## config.mk

```make
export PLATFORM = sky130hd
export DESIGN_NAME = tpo_top
export DESIGN_NICKNAME = d
export VERILOG_FILES = /design/src/verilog/tpo_pkg.sv /design/src/verilog/tpo_channel.sv /design/src/verilog/tpo_top.sv
export SDC_FILE = /design/constraint.sdc
export NUM_CORES = 1
export LEC_CHECK = 0
export BUFFER_PORTS_ARGS = -buffer_cell sky130_fd_sc_hd__buf_2
export CORE_ASPECT_RATIO = 1.75
export CORE_MARGIN = 5
export CORE_UTILIZATION = 34
export DETAILED_ROUTE_END_ITERATION = 12
export GPL_ROUTABILITY_DRIVEN = 0
export PLACE_DENSITY_LB_ADDON = 0.25
export SLEW_MARGIN = 0
export SYNTH_ARGS = -nofsm -noshare
export SYNTH_HDL_FRONTEND = slang
export SYNTH_SLANG_ARGS = --single-unit
```

## constraint.sdc

```tcl
create_clock -name core_clk -period 15.45 [get_ports core_clk]
set_input_delay 1.545 -clock core_clk [delete_from_list [all_inputs] [get_ports core_clk]]
set_output_delay 1.545 -clock core_clk [all_outputs]
set_load 0.01 [all_outputs]
```

## src/verilog/tpo_pkg.sv

```systemverilog
package tpo_pkg;
  // timing: one millisecond tick from the core clock
  localparam int CLK_MHZ  = 125;
  localparam int TICK_US  = 1000;
  localparam int TICK_CYC = TICK_US * CLK_MHZ;
  localparam int MS_PER_S = 1000;
  localparam int MS_PER_S_PCT = 10;  // ms per second per percent
  // apb byte offsets
  localparam logic [7:0] A_CTRL = 8'h00;
  localparam logic [7:0] A_CYC0 = 8'h04;  // +4 per channel
  localparam logic [7:0] A_MIN0 = 8'h0c;
  localparam logic [7:0] A_MV0  = 8'h14;
  localparam logic [7:0] A_OPTY = 8'h1c;
  localparam logic [7:0] A_ASG0 = 8'h20;  // +4 per output
  localparam logic [7:0] A_POL  = 8'h34;
  localparam logic [7:0] A_STAT = 8'h38;
  // cycle length limits, seconds
  localparam logic [6:0] CYC_MIN       = 7'h01;
  localparam logic [6:0] CYC_MAX       = 7'h78;
  localparam logic [6:0] CYC_RELAY_MIN = 7'h05;
  localparam logic [6:0] CYC_RST_PULSE = 7'h02;
  localparam logic [6:0] CYC_RST_OTHER = 7'h0a;
  localparam logic [6:0] CYC_LONG      = 7'h0a;
  // minimum on/off time, milliseconds; duty limit, percent
  localparam logic [7:0] MIN_MAX   = 8'hfa;
  localparam logic [7:0] MIN_FLOOR = 8'h32;
  localparam logic [7:0] MIN_LONG  = 8'hfa;
  localparam logic [7:0] MIN_SHORT = 8'h01;
  localparam logic [6:0] MV_MAX    = 7'h64;
  // cycle mode codes
  localparam logic MODE_CTRL = 1'b0;
  localparam logic MODE_LIFE = 1'b1;
  // output operation types
  typedef enum logic [2:0] {
    OP_DEFAULT = 3'h0, OP_HEAT = 3'h1, OP_COOL = 3'h2, OP_ANDOR = 3'h3,
    OP_ORAND = 3'h4, OP_ANY = 3'h5, OP_ALL = 3'h6
  } tpo_op_t;
  // source codes for inputs a..d
  localparam logic [5:0] SRC_ON   = 6'h01;
  localparam logic [5:0] SRC_EVT  = 6'h02;
  localparam logic [5:0] SRC_HEAT = 6'h0e;
  localparam logic [5:0] SRC_COOL = 6'h0f;
  localparam logic [5:0] SRC_DI   = 6'h12;
  // field layout
  localparam int OP_W  = 3;
  localparam int SRC_W = 6;
  localparam int POL_W = 4;
  // input a reset per output, output 0 in the low field
  localparam logic [29:0] ASG_A_RST = {6'h04, 6'h03, 6'h02, 6'h0f, 6'h0e};
  // status fields
  localparam int ST_DRV  = 0;
  localparam int ST_OUT  = 2;
  localparam int ST_INIT = 7;
  localparam int ST_RLY  = 8;
  localparam logic [1:0] STARTUP_WAIT = 2'h3;
endpackage

```

## src/verilog/tpo_channel.sv

```systemverilog
`timescale 1ns/1ps
`default_nettype none
// one time-proportional channel: cycle counter, duty compare, hold timer
module tpo_channel
  import tpo_pkg::*;
(
  input  wire logic       core_clk,
  input  wire logic       arst_n,
  input  wire logic       tick,     // 1 ms strobe
  input  wire logic       mode,     // shared cycle mode
  input  wire logic [6:0] cycle_s,  // effective cycle, s
  input  wire logic [6:0] mv_pct,   // duty, percent
  input  wire logic [7:0] min_ms,   // effective hold, ms
  output logic            drive
);
  logic [16:0] pos;      // ms into the cycle
  logic [16:0] cyc_ms;   // cycle in ms
  logic [16:0] on_ms;    // on share in ms
  logic [7:0]  hold;     // ms since last switch, saturating
  logic        on_used;  // turn-on spent this cycle
  logic        off_used; // turn-off spent this cycle
  logic        wrap;
  logic        want;
  logic        sw;

  assign cyc_ms = 17'(cycle_s) * 17'(MS_PER_S);
  assign on_ms  = 17'(cycle_s) * 17'(mv_pct) * 17'(MS_PER_S_PCT);
  // >= so a shortened cycle ends at once instead of running to overflow
  assign wrap   = pos >= cyc_ms - 17'h00001;
  assign want   = pos < on_ms;
  // switch only after the hold time; life mode allows one of each per cycle
  assign sw = tick && (want != drive) && (hold >= min_ms)
              && (mode == MODE_CTRL || (want ? !on_used : !off_used));

  // cycle position
  always_ff @(posedge core_clk or negedge arst_n) begin
    if (!arst_n) begin
      pos <= '0;
    end else if (tick) begin
      pos <= wrap ? '0 : pos + 17'h00001;
    end
  end

  // hold timer restarts on each switch
  always_ff @(posedge core_clk or negedge arst_n) begin
    if (!arst_n) begin
      hold <= '0;
    end else if (sw) begin
      hold <= '0;
    end else if (tick && hold != 8'hff) begin
      hold <= hold + 8'h01;
    end
  end

  // per-cycle transition budget; a switch beats the cycle clear
  always_ff @(posedge core_clk or negedge arst_n) begin
    if (!arst_n) begin
      on_used  <= 1'b0;
      off_used <= 1'b0;
    end else begin
      if (tick && wrap) begin
        on_used  <= 1'b0;
        off_used <= 1'b0;
      end
      if (sw && want) on_used <= 1'b1;
      if (sw && !want) off_used <= 1'b1;
    end
  end

  // drive state
  always_ff @(posedge core_clk or negedge arst_n) begin
    if (!arst_n) begin
      drive <= 1'b0;
    end else if (sw) begin
      drive <= want;
    end
  end
endmodule
`default_nettype wire

```

## src/verilog/tpo_top.sv

```systemverilog
// Function
// relay path accepts cycle 5 to 120 s
// non-relay path accepts cycle 1 to 120 s
// mode 0 controllability, 1 one switch each
// one cycle mode serves both channels
// cycle resets 2 s pulse, else 10 s
// mode resets 0 if output 1 pulse
// relay or event path raises cycle to 5 s
// hold state for minimum time after switching
// zero minimum gives 250 ms or 1 ms
// relay minimum 1-49 gives 50 ms
// operation type 0 default, 1 heat, 2 cool
// types 3 to 6 combine inputs a-d
// default type follows drive or internal event
// inputs a-d chosen by source code
// per-input polarity inverts, resets direct
// on share of cycle equals percentage
// 1 ms tick, reset clears to off
`timescale 1ns/1ps
`default_nettype none
module tpo_top
  import tpo_pkg::*;
#(
  parameter int unsigned TICK_CYCLES = TICK_CYC // core clocks per ms
)(
  input  wire logic        core_clk,
  input  wire logic        arst_n,
  input  wire logic [7:0]  paddr,
  input  wire logic        psel,
  input  wire logic        penable,
  input  wire logic        pwrite,
  input  wire logic [31:0] pwdata,
  output logic             pready,
  output logic [31:0]      prdata,
  output logic             pslverr,
  input  wire logic [1:0]  ctl_is_pulse, // strap: control output is pulse type
  input  wire logic [1:0]  di_pin,       // digital input pins
  input  wire logic [4:0]  int_event,    // internal event results, same clock
  output logic             heat_drive,
  output logic             cool_drive,
  output logic [1:0]       ctl_out,
  output logic [2:0]       evt_out
);
  localparam int TW = $clog2(TICK_CYCLES + 1);

  // refuse a tick period the counter cannot make
  if (TICK_CYCLES < 2) begin : g_bad_tick
    $error("TICK_CYCLES must be at least 2");
  end

  // configuration
  logic [6:0]  cyc [2];     // cycle setting, s
  logic [7:0]  minset [2];  // minimum time setting, ms
  logic [6:0]  mv [2];      // duty, percent
  logic        mode;        // shared cycle mode
  logic [14:0] optype;      // 3 bits per output
  logic [23:0] asg [5];     // sources a..d per output
  logic [19:0] pol;         // 4 bits per output
  // startup
  logic [1:0]  init_cnt;
  logic        init_done;
  // pin synchronisers
  logic [1:0]  st_s1, st_s2, st_s3;
  logic [1:0]  di_s1, di_s2, di_s3;
  logic [1:0]  di_f;        // filtered digital inputs
  // timing
  logic [TW-1:0] tick_cnt;
  logic          tick;
  // derived per channel
  logic [1:0]  relay;       // channel reaches a relay or event output
  logic [6:0]  eff_cyc [2];
  logic [7:0]  eff_min [2];
  logic [1:0]  drv;
  // bus
  logic        wr;
  logic        mapped;
  logic [31:0] rd_val;

  // 1 ms tick
  always_ff @(posedge core_clk or negedge arst_n) begin
    if (!arst_n) begin
      tick_cnt <= '0;
    end else if (tick) begin
      tick_cnt <= '0;
    end else begin
      tick_cnt <= tick_cnt + TW'(1);
    end
  end
  assign tick = tick_cnt == TW'(TICK_CYCLES - 1);

  // straps and pins pass three flops
  always_ff @(posedge core_clk or negedge arst_n) begin
    if (!arst_n) begin
      st_s1 <= '0;
      st_s2 <= '0;
      st_s3 <= '0;
      di_s1 <= '0;
      di_s2 <= '0;
      di_s3 <= '0;
    end else begin
      st_s1 <= ctl_is_pulse;
      st_s2 <= st_s1;
      st_s3 <= st_s2;
      di_s1 <= di_pin;
      di_s2 <= di_s1;
      di_s3 <= di_s2;
    end
  end

  // a pin change counts once stages two and three agree
  for (genvar i = 0; i < 2; i++) begin : g_di
    always_ff @(posedge core_clk or negedge arst_n) begin
      if (!arst_n) begin
        di_f[i] <= 1'b0;
      end else if (di_s2[i] == di_s3[i]) begin
        di_f[i] <= di_s3[i];
      end
    end
  end

  // startup wait; strap-dependent defaults load once the straps settle
  always_ff @(posedge core_clk or negedge arst_n) begin
    if (!arst_n) begin
      init_cnt  <= '0;
      init_done <= 1'b0;
    end else if (!init_done) begin
      init_cnt  <= init_cnt + 2'h1;
      init_done <= init_cnt == STARTUP_WAIT;
    end
  end

  function automatic logic [6:0] clamp_cyc(input logic [31:0] v);
    if (v < 32'(CYC_MIN)) return CYC_MIN;
    if (v > 32'(CYC_MAX)) return CYC_MAX;
    return v[6:0];
  endfunction

  function automatic logic [7:0] clamp_min(input logic [31:0] v);
    return (v > 32'(MIN_MAX)) ? MIN_MAX : v[7:0];
  endfunction

  function automatic logic [6:0] clamp_mv(input logic [31:0] v);
    return (v > 32'(MV_MAX)) ? MV_MAX : v[6:0];
  endfunction

  assign wr = psel && penable && pwrite;

  // register writes; the defaults load beats a write in the same cycle
  always_ff @(posedge core_clk or negedge arst_n) begin
    if (!arst_n) begin
      cyc[0]    <= CYC_RST_OTHER;
      cyc[1]    <= CYC_RST_OTHER;
      minset[0] <= '0;
      minset[1] <= '0;
      mv[0]     <= '0;
      mv[1]     <= '0;
      mode      <= MODE_LIFE;
      optype    <= '0;
      pol       <= '0;
      for (int k = 0; k < 5; k++) begin
        asg[k] <= {18'h00000, ASG_A_RST[k*SRC_W +: SRC_W]};
      end
    end else if (!init_done && init_cnt == STARTUP_WAIT) begin
      for (int c = 0; c < 2; c++) begin
        cyc[c] <= st_s3[c] ? CYC_RST_PULSE : CYC_RST_OTHER;
      end
      mode <= st_s3[0] ? MODE_CTRL : MODE_LIFE;
    end else if (wr) begin
      for (int c = 0; c < 2; c++) begin
        if (paddr == A_CYC0 + 8'(4 * c)) cyc[c] <= clamp_cyc(pwdata);
        if (paddr == A_MIN0 + 8'(4 * c)) minset[c] <= clamp_min(pwdata);
        if (paddr == A_MV0 + 8'(4 * c)) mv[c] <= clamp_mv(pwdata);
      end
      for (int k = 0; k < 5; k++) begin
        if (paddr == A_ASG0 + 8'(4 * k)) asg[k] <= pwdata[23:0];
      end
      if (paddr == A_CTRL) mode <= pwdata[0];
      if (paddr == A_OPTY) optype <= pwdata[14:0];
      if (paddr == A_POL) pol <= pwdata[19:0];
    end
  end

  // which channel reaches a relay or event output, by routing
  always_comb begin
    logic [2:0] op;
    logic       use_c;
    relay = '0;
    op    = '0;
    use_c = 1'b0;
    for (int k = 0; k < 5; k++) begin
      op = optype[k*OP_W +: OP_W];
      for (int c = 0; c < 2; c++) begin
        use_c = (op == 3'(c + 1)) || (op == OP_DEFAULT && k == c);
        for (int j = 0; j < 4; j++) begin
          if (op >= OP_ANDOR && op <= OP_ALL && asg[k][j*SRC_W +: SRC_W] == SRC_HEAT + 6'(c)) use_c = 1'b1;
        end
        // event outputs are relays; control outputs unless strapped pulse
        if (use_c && (k >= 2 || !st_s3[k[0]])) relay[c] = 1'b1;
      end
    end
  end

  // effective cycle, minimum time and the channel itself
  for (genvar c = 0; c < 2; c++) begin : g_ch
    always_comb begin
      if (relay[c] && cyc[c] < CYC_RELAY_MIN) begin
        eff_cyc[c] = CYC_RELAY_MIN;
      end else begin
        eff_cyc[c] = cyc[c];
      end
    end

    always_comb begin
      if (minset[c] == 8'h00) begin
        // zero setting: long hold for relays or long cycles
        eff_min[c] = (relay[c] || eff_cyc[c] >= CYC_LONG) ? MIN_LONG : MIN_SHORT;
      end else if (relay[c] && minset[c] < MIN_FLOOR) begin
        eff_min[c] = MIN_FLOOR;
      end else begin
        eff_min[c] = minset[c];
      end
    end

    tpo_channel u_ch (
      .core_clk (core_clk),
      .arst_n   (arst_n),
      .tick     (tick),
      .mode     (mode),
      .cycle_s  (eff_cyc[c]),
      .mv_pct   (mv[c]),
      .min_ms   (eff_min[c]),
      .drive    (drv[c])
    );
  end

  assign heat_drive = drv[0];
  assign cool_drive = drv[1];

  // source code to bit; undefined codes read as off
  function automatic logic src_bit(input logic [5:0] code, input logic [1:0] d,
                                   input logic [4:0] ev, input logic [1:0] di);
    if (code == SRC_ON) return 1'b1;
    if (code >= SRC_EVT && code < SRC_EVT + 6'h05) return ev[3'(code - SRC_EVT)];
    if (code == SRC_HEAT) return d[0];
    if (code == SRC_COOL) return d[1];
    if (code == SRC_DI || code == SRC_DI + 6'h01) return di[1'(code - SRC_DI)];
    return 1'b0;
  endfunction

  // output selection and combination, registered
  for (genvar k = 0; k < 5; k++) begin : g_out
    logic [3:0] in;   // a..d after polarity
    logic       dflt; // default source
    logic       nxt;
    logic       q;

    always_comb begin
      for (int j = 0; j < 4; j++) begin
        in[j] = src_bit(asg[k][j*SRC_W +: SRC_W], drv, int_event, di_f)
                ^ pol[k*POL_W + j];
      end
    end

    // split per output kind so no out-of-range index is ever elaborated
    if (k < 2) begin : g_dflt_ctl
      assign dflt = drv[k];
    end else begin : g_dflt_evt
      assign dflt = int_event[k - 2];
    end

    always_comb begin
      unique case (optype[k*OP_W +: OP_W])
        OP_DEFAULT: nxt = dflt;
        OP_HEAT:    nxt = drv[0];
        OP_COOL:    nxt = drv[1];
        OP_ANDOR:   nxt = (in[0] & in[1]) | (in[2] & in[3]);
        OP_ORAND:   nxt = (in[0] | in[1]) & (in[2] | in[3]);
        OP_ANY:     nxt = |in;
        OP_ALL:     nxt = &in;
        default:    nxt = 1'b0; // code 7 is not a type
      endcase
    end

    always_ff @(posedge core_clk or negedge arst_n) begin
      if (!arst_n) begin
        q <= 1'b0;
      end else begin
        q <= nxt;
      end
    end

    if (k < 2) begin : g_ctl
      assign ctl_out[k] = q;
    end else begin : g_evt
      assign evt_out[k - 2] = q;
    end
  end

  // read mux
  always_comb begin
    rd_val = '0;
    mapped = 1'b1;
    if (paddr == A_CTRL) begin
      rd_val[0] = mode;
    end else if (paddr == A_OPTY) begin
      rd_val[14:0] = optype;
    end else if (paddr == A_POL) begin
      rd_val[19:0] = pol;
    end else if (paddr == A_STAT) begin
      rd_val[ST_DRV +: 2] = drv;
      rd_val[ST_OUT +: 5] = {evt_out, ctl_out};
      rd_val[ST_INIT]     = init_done;
      rd_val[ST_RLY +: 2] = relay;
    end else begin
      mapped = 1'b0;
      for (int c = 0; c < 2; c++) begin
        if (paddr == A_CYC0 + 8'(4 * c)) begin
          rd_val[6:0] = cyc[c];
          mapped = 1'b1;
        end
        if (paddr == A_MIN0 + 8'(4 * c)) begin
          rd_val[7:0] = minset[c];
          mapped = 1'b1;
        end
        if (paddr == A_MV0 + 8'(4 * c)) begin
          rd_val[6:0] = mv[c];
          mapped = 1'b1;
        end
      end
      for (int k = 0; k < 5; k++) begin
        if (paddr == A_ASG0 + 8'(4 * k)) begin
          rd_val[23:0] = asg[k];
          mapped = 1'b1;
        end
      end
    end
  end

  // data and error captured in the setup cycle, so the access ends at once
  always_ff @(posedge core_clk or negedge arst_n) begin
    if (!arst_n) begin
      prdata  <= '0;
      pslverr <= 1'b0;
    end else if (psel && !penable) begin
      prdata  <= pwrite ? 32'h00000000 : rd_val;
      pslverr <= !mapped;
    end
  end

  assign pready = 1'b1;
endmodule
`default_nettype wire

```

==> results of run 1 <==
==> worst max-delay path: cells and delay by family, from the launching register on <==
kind	cells	cell delay (ps)
compound gates	12	3330
fa+ha+maj	8	3250
simple gates	11	3130
flops	1	480
xor+xnor	2	270
buf+inv	4	220
==> metrics by stage <==
step / power (mW) / hold WS, ps / util, % / instance area, um2 / setup WS [ps]
6_report: 2.19 / 351 / 37.5 / 30300 / 4600
4_1_cts: 2.21 / 355 / 37.4 / 30300 / 4620
2_1_floorplan: 1.16 / 331 / - / 27800 / 6270
5_1_grt: 2.28 / 363 / 37.4 / 30300 / 4060
3_3_place_gp: 1.29 / 335 / 35.9 / 29100 / 4810
3_5_place_dp: 1.29 / 337 / 35.9 / 29100 / 4680
==> worst max path at each step <==
stage | startpoint | endpoint | slack (ps)
floorplan | asg[99] | g_ch[0].u_ch.hold[0] | 6270
global placement | asg[86] | g_ch[0].u_ch.hold[1] | 4810
detailed placement | asg[86] | g_ch[0].u_ch.hold[3] | 4680
CTS | asg[86] | g_ch[0].u_ch.hold[3] | 4620
global route | asg[86] | g_ch[0].u_ch.hold[1] | 4060
finish | asg[86] | g_ch[0].u_ch.hold[3] | 4600
==> layout make-up <==
class | count | area (um2)
diodes | 9 | 22.5
clock buffers | 48 | 1010
clock inverters | 15 | 188
fillers | 8167 | 50600
inverters | 188 | 706
multi-input cells | 2358 | 18300
flip-flops and latches | 320 | 8030
well taps | 1050 | 1310
repair buffers | 122 | 713
==> flip-flops by register name (all words and copies together), names as in the netlist, 2 cells and up <==
name,flops
di_s2,2
g_ch.u_ch.pos,34
st_s2,2
g_out.q,5
tick_cnt,17
g_ch.u_ch.off_used,2
asg,120
optype,15
cyc,14
di_f,2
g_ch.u_ch.drive,2
pol,20
g_ch.u_ch.on_used,2
minset,16
di_s1,2
st_s3,2
st_s1,2
g_ch.u_ch.hold,16
prdata,24
di_s3,2
init_cnt,2
mv,14
==> kinds of logic (layout without fill, tap and decap cells) <==
family                   Yosys count  in the layout  share of synthesized area [%]
flip-flops                       320            320                           28.9
multiplexers                     201            201                           8.07
other                              2             18                         0.0271
buffers and inverters            351            373                           5.13
adder cells (fa/ha/maj)          359            359                           18.4
XOR/XNOR                         159            159                           5.02
AND/OR/NAND/NOR                 1022           1022                           19.3
AO/OA/AOI/OAI                    608            608                           15.1
==> layer usage <==
layer / global-route usage (%) / up-vias / wire (um)
met3: 2.74 / 352 / 4850
li1: - / 10900 / -
met5: 0 / - / 0
met2: 39.0 / 821 / 49400
met1: 22.6 / 11500 / 33300
met4: 16.9 / 0 / 9390
==> cell usage after synthesis (10+ instances only) <==
library cell | n | area share (%)
and3_1 | 54 | 1.2
xnor2_1 | 81 | 2.6
nand2b_1 | 40 | 0.90
dfrtp_1 | 304 | 27
nand4_1 | 53 | 1.2
inv_1 | 188 | 2.5
nor4b_1 | 10 | 0.32
a211oi_1 | 23 | 0.62
dfstp_2 | 16 | 1.5
a221o_1 | 10 | 0.36
or2_2 | 10 | 0.23
nor4_1 | 21 | 0.47
o211ai_1 | 29 | 0.78
mux2i_1 | 37 | 1.3
o22ai_1 | 30 | 0.68
nand3b_1 | 27 | 0.73
a221oi_1 | 12 | 0.38
xor2_1 | 78 | 2.5
nor2b_1 | 43 | 0.97
nor2_1 | 232 | 3.1
and2_1 | 65 | 1.5
a31oi_1 | 29 | 0.65
or3_1 | 14 | 0.32
nor3_1 | 69 | 1.2
buf_2 | 25 | 0.45
a211o_1 | 11 | 0.35
mux2_2 | 162 | 6.6
a21o_1 | 27 | 0.73
a222oi_1 | 11 | 0.40
nand4b_1 | 12 | 0.38
clkbuf_1 | 108 | 1.5
ha_1 | 272 | 12
fa_1 | 84 | 6.1
a22oi_1 | 30 | 0.81
and4_1 | 14 | 0.44
o21a_1 | 15 | 0.41
nand2_1 | 229 | 3.1
a21oi_1 | 122 | 2.2
buf_4 | 17 | 0.46
o221ai_1 | 11 | 0.35
o31ai_1 | 18 | 0.49
o21ai_0 | 117 | 2.1
nand3_1 | 77 | 1.4
==> power by group through the flow <==
stage                     Combinational, mW  Sequential, mW  Clock [mW]
final                                 0.405           0.872       0.908
after global routing                  0.454           0.873       0.956
after CTS                             0.410           0.871       0.933
after detailed placement              0.406           0.887           0
after global placement                0.405           0.887           0
after floorplan                       0.283           0.874           0
==> flow_summary.json, run 1 <==
{
  "finalSetupViolCount": 0,
  "worst_pin_slew_ps": 1100,
  "ys_seq_area_share_pct": 28.9,
  "layout_min_cycle_time_ps": 10850,
  "drtAntennaViolNets": 0,
  "intPower_mw": 1.52,
  "cts_resized": 0,
  "cts_buffer_depth": 3,
  "fin_crit_sh_pct": 70.3,
  "wirelength_um": 97000,
  "drt_iter0_markers": 1674,
  "synthArstFlopShare_pct": 100,
  "rrSetupSlack_ps": 4600,
  "path_class": "register to register",
  "synth_area_um2": 27800,
  "cts-root-buf": "clkbuf_16",
  "finClkSkew_ps": 36.1,
  "reg2reg_depth": 37,
  "arrival_ps": 11260,
  "vias": 23600,
  "drt_pass1_iterations": 7,
  "outcome": "finished clean",
  "slowest_stage": "nor4bb_1",
  "port-buffer-count": 85,
  "drc": 0,
  "ys_warn_count": 0,
  "grt_max_degree": 76,
  "hold_class": "register to register",
  "hold_buffers": 0,
  "drive_above_1_share_pct": 13.3,
  "yosys_most_used_dff": "dfrtp_1",
  "switching_share_pct": 30.5,
  "cts.clk_slew.worst_paths_ps": 60,
  "gr-total-overflow": 0,
  "antenna_found_initial": 8,
  "final_hold_viol_count": 0,
  "io_pins": 95,
  "insertion_delay_ps": 590,
  "cts_tree": "yes",
  "start_util_pct": 34.3,
  "drv_slew": 0,
  "hold_depth": 0,
  "reg2reg_from": "asg[86]",
  "critPathLaunchType": "register",
  "maxCapViolCount": 0,
  "synth_edf_count": 0,
  "dp.cells": 4038,
  "postCtsSetupRepairBufs": 0,
  "clock_sinks": 320,
  "netlist_instances": 3022,
  "wl_per_cell_um": 23.6,
  "dp.final_hpwl_um": 74500,
  "rsz0062_at_grt": "no",
  "final_cell_mix": "dfrtp_1 (304), ha_1 (272), nor2_1 (231), nand2_1 (229), inv_1 (188)",
  "fp.dieW_um": 226,
  "cts_buffers": 35,
  "cts_max_level": 2,
  "dieArea_um2": 87700,
  "clkPwrFrac_pct": 41.6,
  "ys_seq_elements": 320,
  "vias_per_cell": 5.74,
  "core_um2": 81000,
  "worstSetupEndpointType": "register",
  "grt_pass1_vias": 23900,
  "timing.rr.end": "g_ch[0].u_ch.hold[3]",
  "ir_worst_vdd_mv": 0.0828,
  "power.leakage_nw": 14.2,
  "powerDensity_nw_per_um2": 72.1,
  "final_common_cell": "dfrtp_1",
  "relSlewSlack_pct": 26.0,
  "power_switching_mw": 0.666,
  "cp_data_required_time_ps": 15860,
  "cp_max_fo": 11,
  "yosysUniqueCellTypes": 99,
  "die_y_um": 388,
  "worstHoldEndpoint": "di_s2[1]",
  "layout.cells.non_filler": 4110,
  "rows": 138,
  "holdCritStartpoint": "di_s1[1]",
  "share_comb_of_total_power_pct": 18.5,
  "slowest_delay_ps": 900,
  "pwr-share-seq_pct": 39.9,
  "syn_area_per_cell_um2": 9.19,
  "fmax_ghz": 0.0921,
  "grt_pass1_wl_um": 146000,
  "synthToLayoutAreaGrowth_pct": 9.26,
  "setup_tns_ps": 0,
  "final_nets": 3435,
  "track_usage_pct": 21.7
}
Power figures use the tool's default switching activity.
==> run 2, diff against run 1 <==
--- a/config.mk
+++ b/config.mk
@@ -5,6 +5,7 @@
 export SDC_FILE = /design/constraint.sdc
 export NUM_CORES = 1
 export LEC_CHECK = 0
+export ABC_AREA = 1
 export BUFFER_PORTS_ARGS = -buffer_cell sky130_fd_sc_hd__buf_2
 export CORE_ASPECT_RATIO = 1.75
 export CORE_MARGIN = 5
==> constraint.sdc (replaced) <==
create_clock -name core_clk -period 8.7 [get_ports core_clk]
set_input_delay 0.87 -clock core_clk [delete_from_list [all_inputs] [get_ports core_clk]]
set_output_delay 0.87 -clock core_clk [all_outputs]
set_load 0.01 [all_outputs]
==> flow_summary.json, run 2 <==
{
  "wirelength_um": 99700,
  "yosys.area.top_type_share_pct": 28.0,
  "hold_class": "input pin to async pin",
  "cts_tree": "yes",
  "place_area_um2": 29100,
  "clock_sinks": 320,
  "final.fill_count": 8328,
  "ys_top_cells_by_count": "nand2_1 (705), inv_1 (483), nor2_1 (383), o21ai_0 (356), dfrtp_1 (304)",
  "cts.clk_slew.worst_paths_ps": 70,
  "vias_per_cell": 5.31,
  "fin_total_pwr_mw": 5.65,
  "path_common_cell": "nand2_1",
  "drv_slew": 0,
  "port-buffer-count": 85,
  "fin_ws_ps": 553,
  "outcome": "finished clean",
  "stdcell_area_um2": 30800,
  "die_y_um": 384,
  "track_usage_pct": 22.8,
  "powerDensity_nw_per_um2": 183,
  "seq_area_um2": 8040,
  "power.leakage_nw": 15.2,
  "slowest_stage": "dfstp_2",
  "dp.cells": 4718,
  "fmax_ghz": 0.123,
  "final_hold_viol_count": 0,
  "worstSetupEndpointType": "register",
  "synth_edf_count": 0,
  "cp_max_fo": 8,
  "dieArea_um2": 86000,
  "worst_pin_slew_ps": 1190,
  "cts_buffers": 36,
  "synth_area_um2": 27200,
  "yosys_most_used_dff": "dfrtp_1",
  "layout_min_cycle_time_ps": 8150,
  "antenna_found_initial": 3,
  "drc": 0,
  "drive_above_1_share_pct": 11.0,
  "syn_area_per_cell_um2": 7.54,
  "rows": 137,
  "final_nets": 4141,
  "cp_data_required_time_ps": 9170,
  "fin_crit_sh_pct": 93.6,
  "maxCapViolCount": 0,
  "largest_reg_flops": 120,
  "cts_buffer_depth": 3,
  "rsz0062_at_grt": "yes",
  "whs_ps": 255,
  "fp.dieW_um": 224,
  "synthToLayoutAreaGrowth_pct": 13.4,
  "synth.area.top_cells": "dfrtp_1 (28%), ha_1 (13%), nand2_1 (9.7%)",
  "drt_pass1_iterations": 6,
  "layout.cells.non_filler": 4803,
  "ys_seq_elements": 320,
  "ys_warn_count": 0,
  "ys_seq_area_share_pct": 29.5,
  "cts-root-buf": "clkbuf_16",
  "netlist_instances": 3608,
  "vias": 25500,
  "yosysUniqueCellTypes": 67,
  "synthArstFlopShare_pct": 100,
  "start_util_pct": 34.2,
  "path_class": "register to register",
  "yosysMostFrequentCell": "nand2_1",
  "finClkSkew_ps": 31.8,
  "top_regs": "asg x120, g_ch.u_ch.pos x34, prdata x24",
  "final_common_cell": "nand2_1",
  "grt_pass1_vias": 25600,
  "slowest_delay_ps": 610,
  "synth_top_cell_by_area": "dfrtp_1",
  "insertion_delay_ps": 600,
  "drtAntennaViolNets": 0,
  "final_cell_mix": "nand2_1 (701), inv_1 (482), nor2_1 (368), o21ai_0 (349), dfrtp_1 (291)",
  "dp.final_hpwl_um": 77800,
  "grt_pass1_wl_um": 150000,
  "reg2reg_from": "asg[98]",
  "gr-total-overflow": 0,
  "core_um2": 79500,
  "relSlewSlack_pct": 20.8,
  "cp-startpoint": "asg[98]",
  "ir_worst_vdd_mv": 0.168,
  "io_pins": 95,
  "multi_input_area_um2": 17100,
  "dp_slack_ps": 138,
  "cts_max_level": 2,
  "drt_iter0_markers": 1543,
  "wl_per_cell_um": 20.8,
  "finalSetupViolCount": 0,
  "grt_max_degree": 89,
  "critPathLaunchType": "register",
  "regMostFlops": "asg",
  "arrival_ps": 8620
}
## run 2: layout make-up
cell class,instances,share of cell area (%)
antenna,2,0.0162
clock buffer,49,3.34
clock inverter,17,0.739
inverter,517,6.32
multi-input combinational,2668,55.3
sequential,320,26.1
tap,1042,4.23
timing repair buffer,188,3.94
## run 2: per-layer routing
metal | global-route usage (%) | up-vias | routed length, um | share of wire, %
met5 | 0 | - | 14 | 0.014
met4 | 19.5 | 2 | 10400 | 10
met3 | 2.61 | 404 | 4430 | 4.4
met2 | 41.6 | 837 | 50600 | 51
met1 | 22.7 | 12100 | 34200 | 34
li1 | - | 12200 | - | -
## run 2: path summary, 6_finish.rpt
path / endpoint / slack [ps] / cells past startpoint
worst min register to register: st_s3[0] / 340 / 0
worst max register to register: g_ch[0].u_ch.hold[3] / 550 / 49
min in group core_clk: st_s3[0] / 340 / 0
worst min-delay path: g_ch[0].u_ch.pos[16] / 260 / 1
max in group asynchronous: asg[20] / 6900 / 2
worst max-delay path: g_ch[0].u_ch.hold[3] / 550 / 49
## run 2: report_power, final
group / internal [mW] / switching [mW]
clock network: 0.961 / 0.720
logic: 1.01 / 1.42
registers: 1.51 / 0.0294
total: 3.48 / 2.17
## run 2: repair_timing
action                                  in CTS  in global routing
hold buffers                                 0                  0
endpoints found under the setup margin       0                 31
resized for setup                            0                 85
setup buffers                                0                 17
## run 2: kinds of logic after synthesis
logic type               after synthesis  synth area share, %
AND/OR/NAND/NOR                     1411                 22.0
AO/OA/AOI/OAI                        746                 16.1
buffers and inverters                627                 8.97
adder cells (fa/ha/maj)              358                 18.8
flip-flops                           320                 29.5
XOR/XNOR                             143                 4.61
other                                  2               0.0276
multiplexers                           1               0.0414
## run 2: metrics by stage
step	utilization [%]	setup TNS, ps
finish	38.8	0
global route	38.8	-50.5
CTS	38.2	0
detailed placement	36.6	0
global placement	36.6	0
floorplan	-	0
## run 2: worst max-delay path, delay by kind of cell (launching register included)
kind / cells / cell delay, ps
AND/OR/NAND/NOR: 22 / 1950
buffers and inverters: 9 / 680
AO/OA/AOI/OAI: 8 / 1210
flip-flops: 1 / 610
XOR/XNOR: 2 / 270
adder cells (fa/ha/maj): 8 / 3320
==> run 3, diff against run 2 <==
--- a/config.mk
+++ b/config.mk
@@ -6,11 +6,11 @@
 export NUM_CORES = 1
 export LEC_CHECK = 0
 export ABC_AREA = 1
-export BUFFER_PORTS_ARGS = -buffer_cell sky130_fd_sc_hd__buf_2
 export CORE_ASPECT_RATIO = 1.75
 export CORE_MARGIN = 5
 export CORE_UTILIZATION = 34
 export DETAILED_ROUTE_END_ITERATION = 12
+export DONT_BUFFER_PORTS = 1
 export GPL_ROUTABILITY_DRIVEN = 0
 export PLACE_DENSITY_LB_ADDON = 0.25
 export SLEW_MARGIN = 0
==> flow_summary.json, run 3 (synthesis results as in run 2) <==
{
  "worst_pin_slew_ps": 1410,
  "fin_total_pwr_mw": 5.77,
  "cp_data_required_time_ps": 9130,
  "final_common_cell": "nand2_1",
  "finalSetupViolCount": 0,
  "cts-root-buf": "clkbuf_16",
  "path_common_cell": "nand2_1",
  "fp.dieW_um": 224,
  "outcome": "finished clean",
  "cp.depth": 51,
  "largest_reg_flops": 120,
  "final_util_pct": 38.5,
  "port-buffer-count": 0,
  "drv_slew": 0,
  "vias_per_cell": 5.30,
  "cts_max_level": 2,
  "hold_class": "input pin to async pin",
  "maxCapViolCount": 0,
  "regMostFlops": "asg",
  "drc": 0,
  "dp.final_hpwl_um": 76100,
  "crit_buf_inv": 10,
  "dieArea_um2": 86000,
  "cp_max_fo": 8,
  "synthToLayoutAreaGrowth_pct": 12.6,
  "clock_sinks": 320,
  "slowest_delay_ps": 590,
  "vias": 25100,
  "cts_tree": "yes",
  "critPathLaunchType": "register",
  "diodes": 0,
  "arrival_ps": 8710,
  "start_util_pct": 34.2,
  "reg2reg_depth": 51,
  "insertion_delay_ps": 590,
  "drive_above_1_share_pct": 9.57,
  "final_nets": 4072,
  "cp_top_family": "adder cells",
  "powerDensity_nw_per_um2": 188,
  "slowest_stage": "dfstp_2",
  "drt_iter0_markers": 1839,
  "cts_buffers": 38,
  "drtAntennaViolNets": 0,
  "cp-startpoint": "asg[74]",
  "io_pins": 95,
  "gr-total-overflow": 0,
  "fmax_ghz": 0.121,
  "grt_pass1_wl_um": 149000,
  "power.leakage_nw": 14.9,
  "track_usage_pct": 22.5,
  "fin_ws_ps": 419,
  "relSlewSlack_pct": 3.38,
  "dp.cells": 4645,
  "path_class": "register to register",
  "reg2reg_from": "asg[74]",
  "worstSetupEndpointType": "register",
  "finClkSkew_ps": 31.2,
  "dp_slack_ps": 88.0,
  "antenna_found_initial": 2,
  "final.fill_count": 8331,
  "final_cell_mix": "nand2_1 (699), inv_1 (483), nor2_1 (364), o21ai_0 (349), dfrtp_1 (291)",
  "final_hold_viol_count": 0,
  "top_regs": "asg x120, g_ch.u_ch.pos x34, prdata x24",
  "cts_buffer_depth": 3,
  "drt_pass1_iterations": 8,
  "rows": 137,
  "core_um2": 79500,
  "setup_tns_ps": 0,
  "grt_max_degree": 317,
  "cts.clk_slew.worst_paths_ps": 60,
  "die_y_um": 384,
  "layout_min_cycle_time_ps": 8280,
  "fin_crit_sh_pct": 95.2,
  "wl_per_cell_um": 20.7,
  "grt_pass1_vias": 25400,
  "ir_worst_vdd_mv": 0.170,
  "wirelength_um": 98100,
  "layout.cells.non_filler": 4731
}
[run 3: changes by cell type in the layout (fill, tap and decap cells not counted), moves of 3 or more]
cell and delta:
nor2_1 -4, nand2_2 +3, clkinv_2 -4, clkbuf_16 +3, nor2_2 +5, buf_2 -84
ha_1 -7, clkbuf_1 +4, ha_4 +7, buf_4 +14
[run 3: area by class of cell]
type	count	area (um2)	share of cell area, %
clock inverters	10	161	0.527
multi-input cells	2668	17200	56.0
well taps	1042	1300	4.26
inverters	517	1950	6.35
flip-flops and latches	320	8040	26.3
clock buffers	57	1130	3.70
repair buffers	117	885	2.89
[run 3: repair_timing]
item / CTS / global route
endpoints found under the hold margin: 5 / 0
resized for setup: 0 / 94
hold buffers: 1 / 0
endpoints found under the setup margin: 0 / 31
setup buffers: 0 / 18
[run 3: final timing paths]
path / slack (ps) / end
min in group core_clk: 310 / st_s1[1]
hold / removal: 50 / g_ch[0].u_ch.pos[5]
max in group asynchronous: 7780 / pol[13]
setup / recovery: 420 / g_ch[0].u_ch.drive
setup reg to reg: 420 / g_ch[0].u_ch.drive
hold reg to reg: 350 / di_s2[0]
[run 3: where the power goes]
group / internal [mW] / total [mW] / switching [mW]
Clock: 1.02 / 1.72 / 0.697
Sequential: 1.51 / 1.54 / 0.0286
Combinational: 1.08 / 2.51 / 1.43
Total: 3.61 / 5.77 / 2.16
[run 3: stage by stage]
step	area [um2]	hold slack, ps
3_3_place_gp	28800	337
6_report	30600	46.3
4_1_cts	30100	1.26
5_1_grt	30600	8.52
3_5_place_dp	28800	337
2_1_floorplan	27200	331
[run 3: layer usage]
| layer | GRT usage, % | wire length (um) |
|---|---|---|
| met1 | 22.1 | 33100 |
| met2 | 40.4 | 49300 |
| met3 | 3.70 | 4930 |
| met4 | 19.8 | 10800 |
| met5 | 0 | 13 |
[run 3: worst reg2reg max path: cells and delay by family (launching register included)]
kind,cells,cell delay (ps)
adder cells (fa/ha/maj),8,3250
AO/OA/AOI/OAI,8,1010
buffers and inverters,10,730
XOR/XNOR,2,330
flip-flops,1,590
AND/OR/NAND/NOR,23,2240
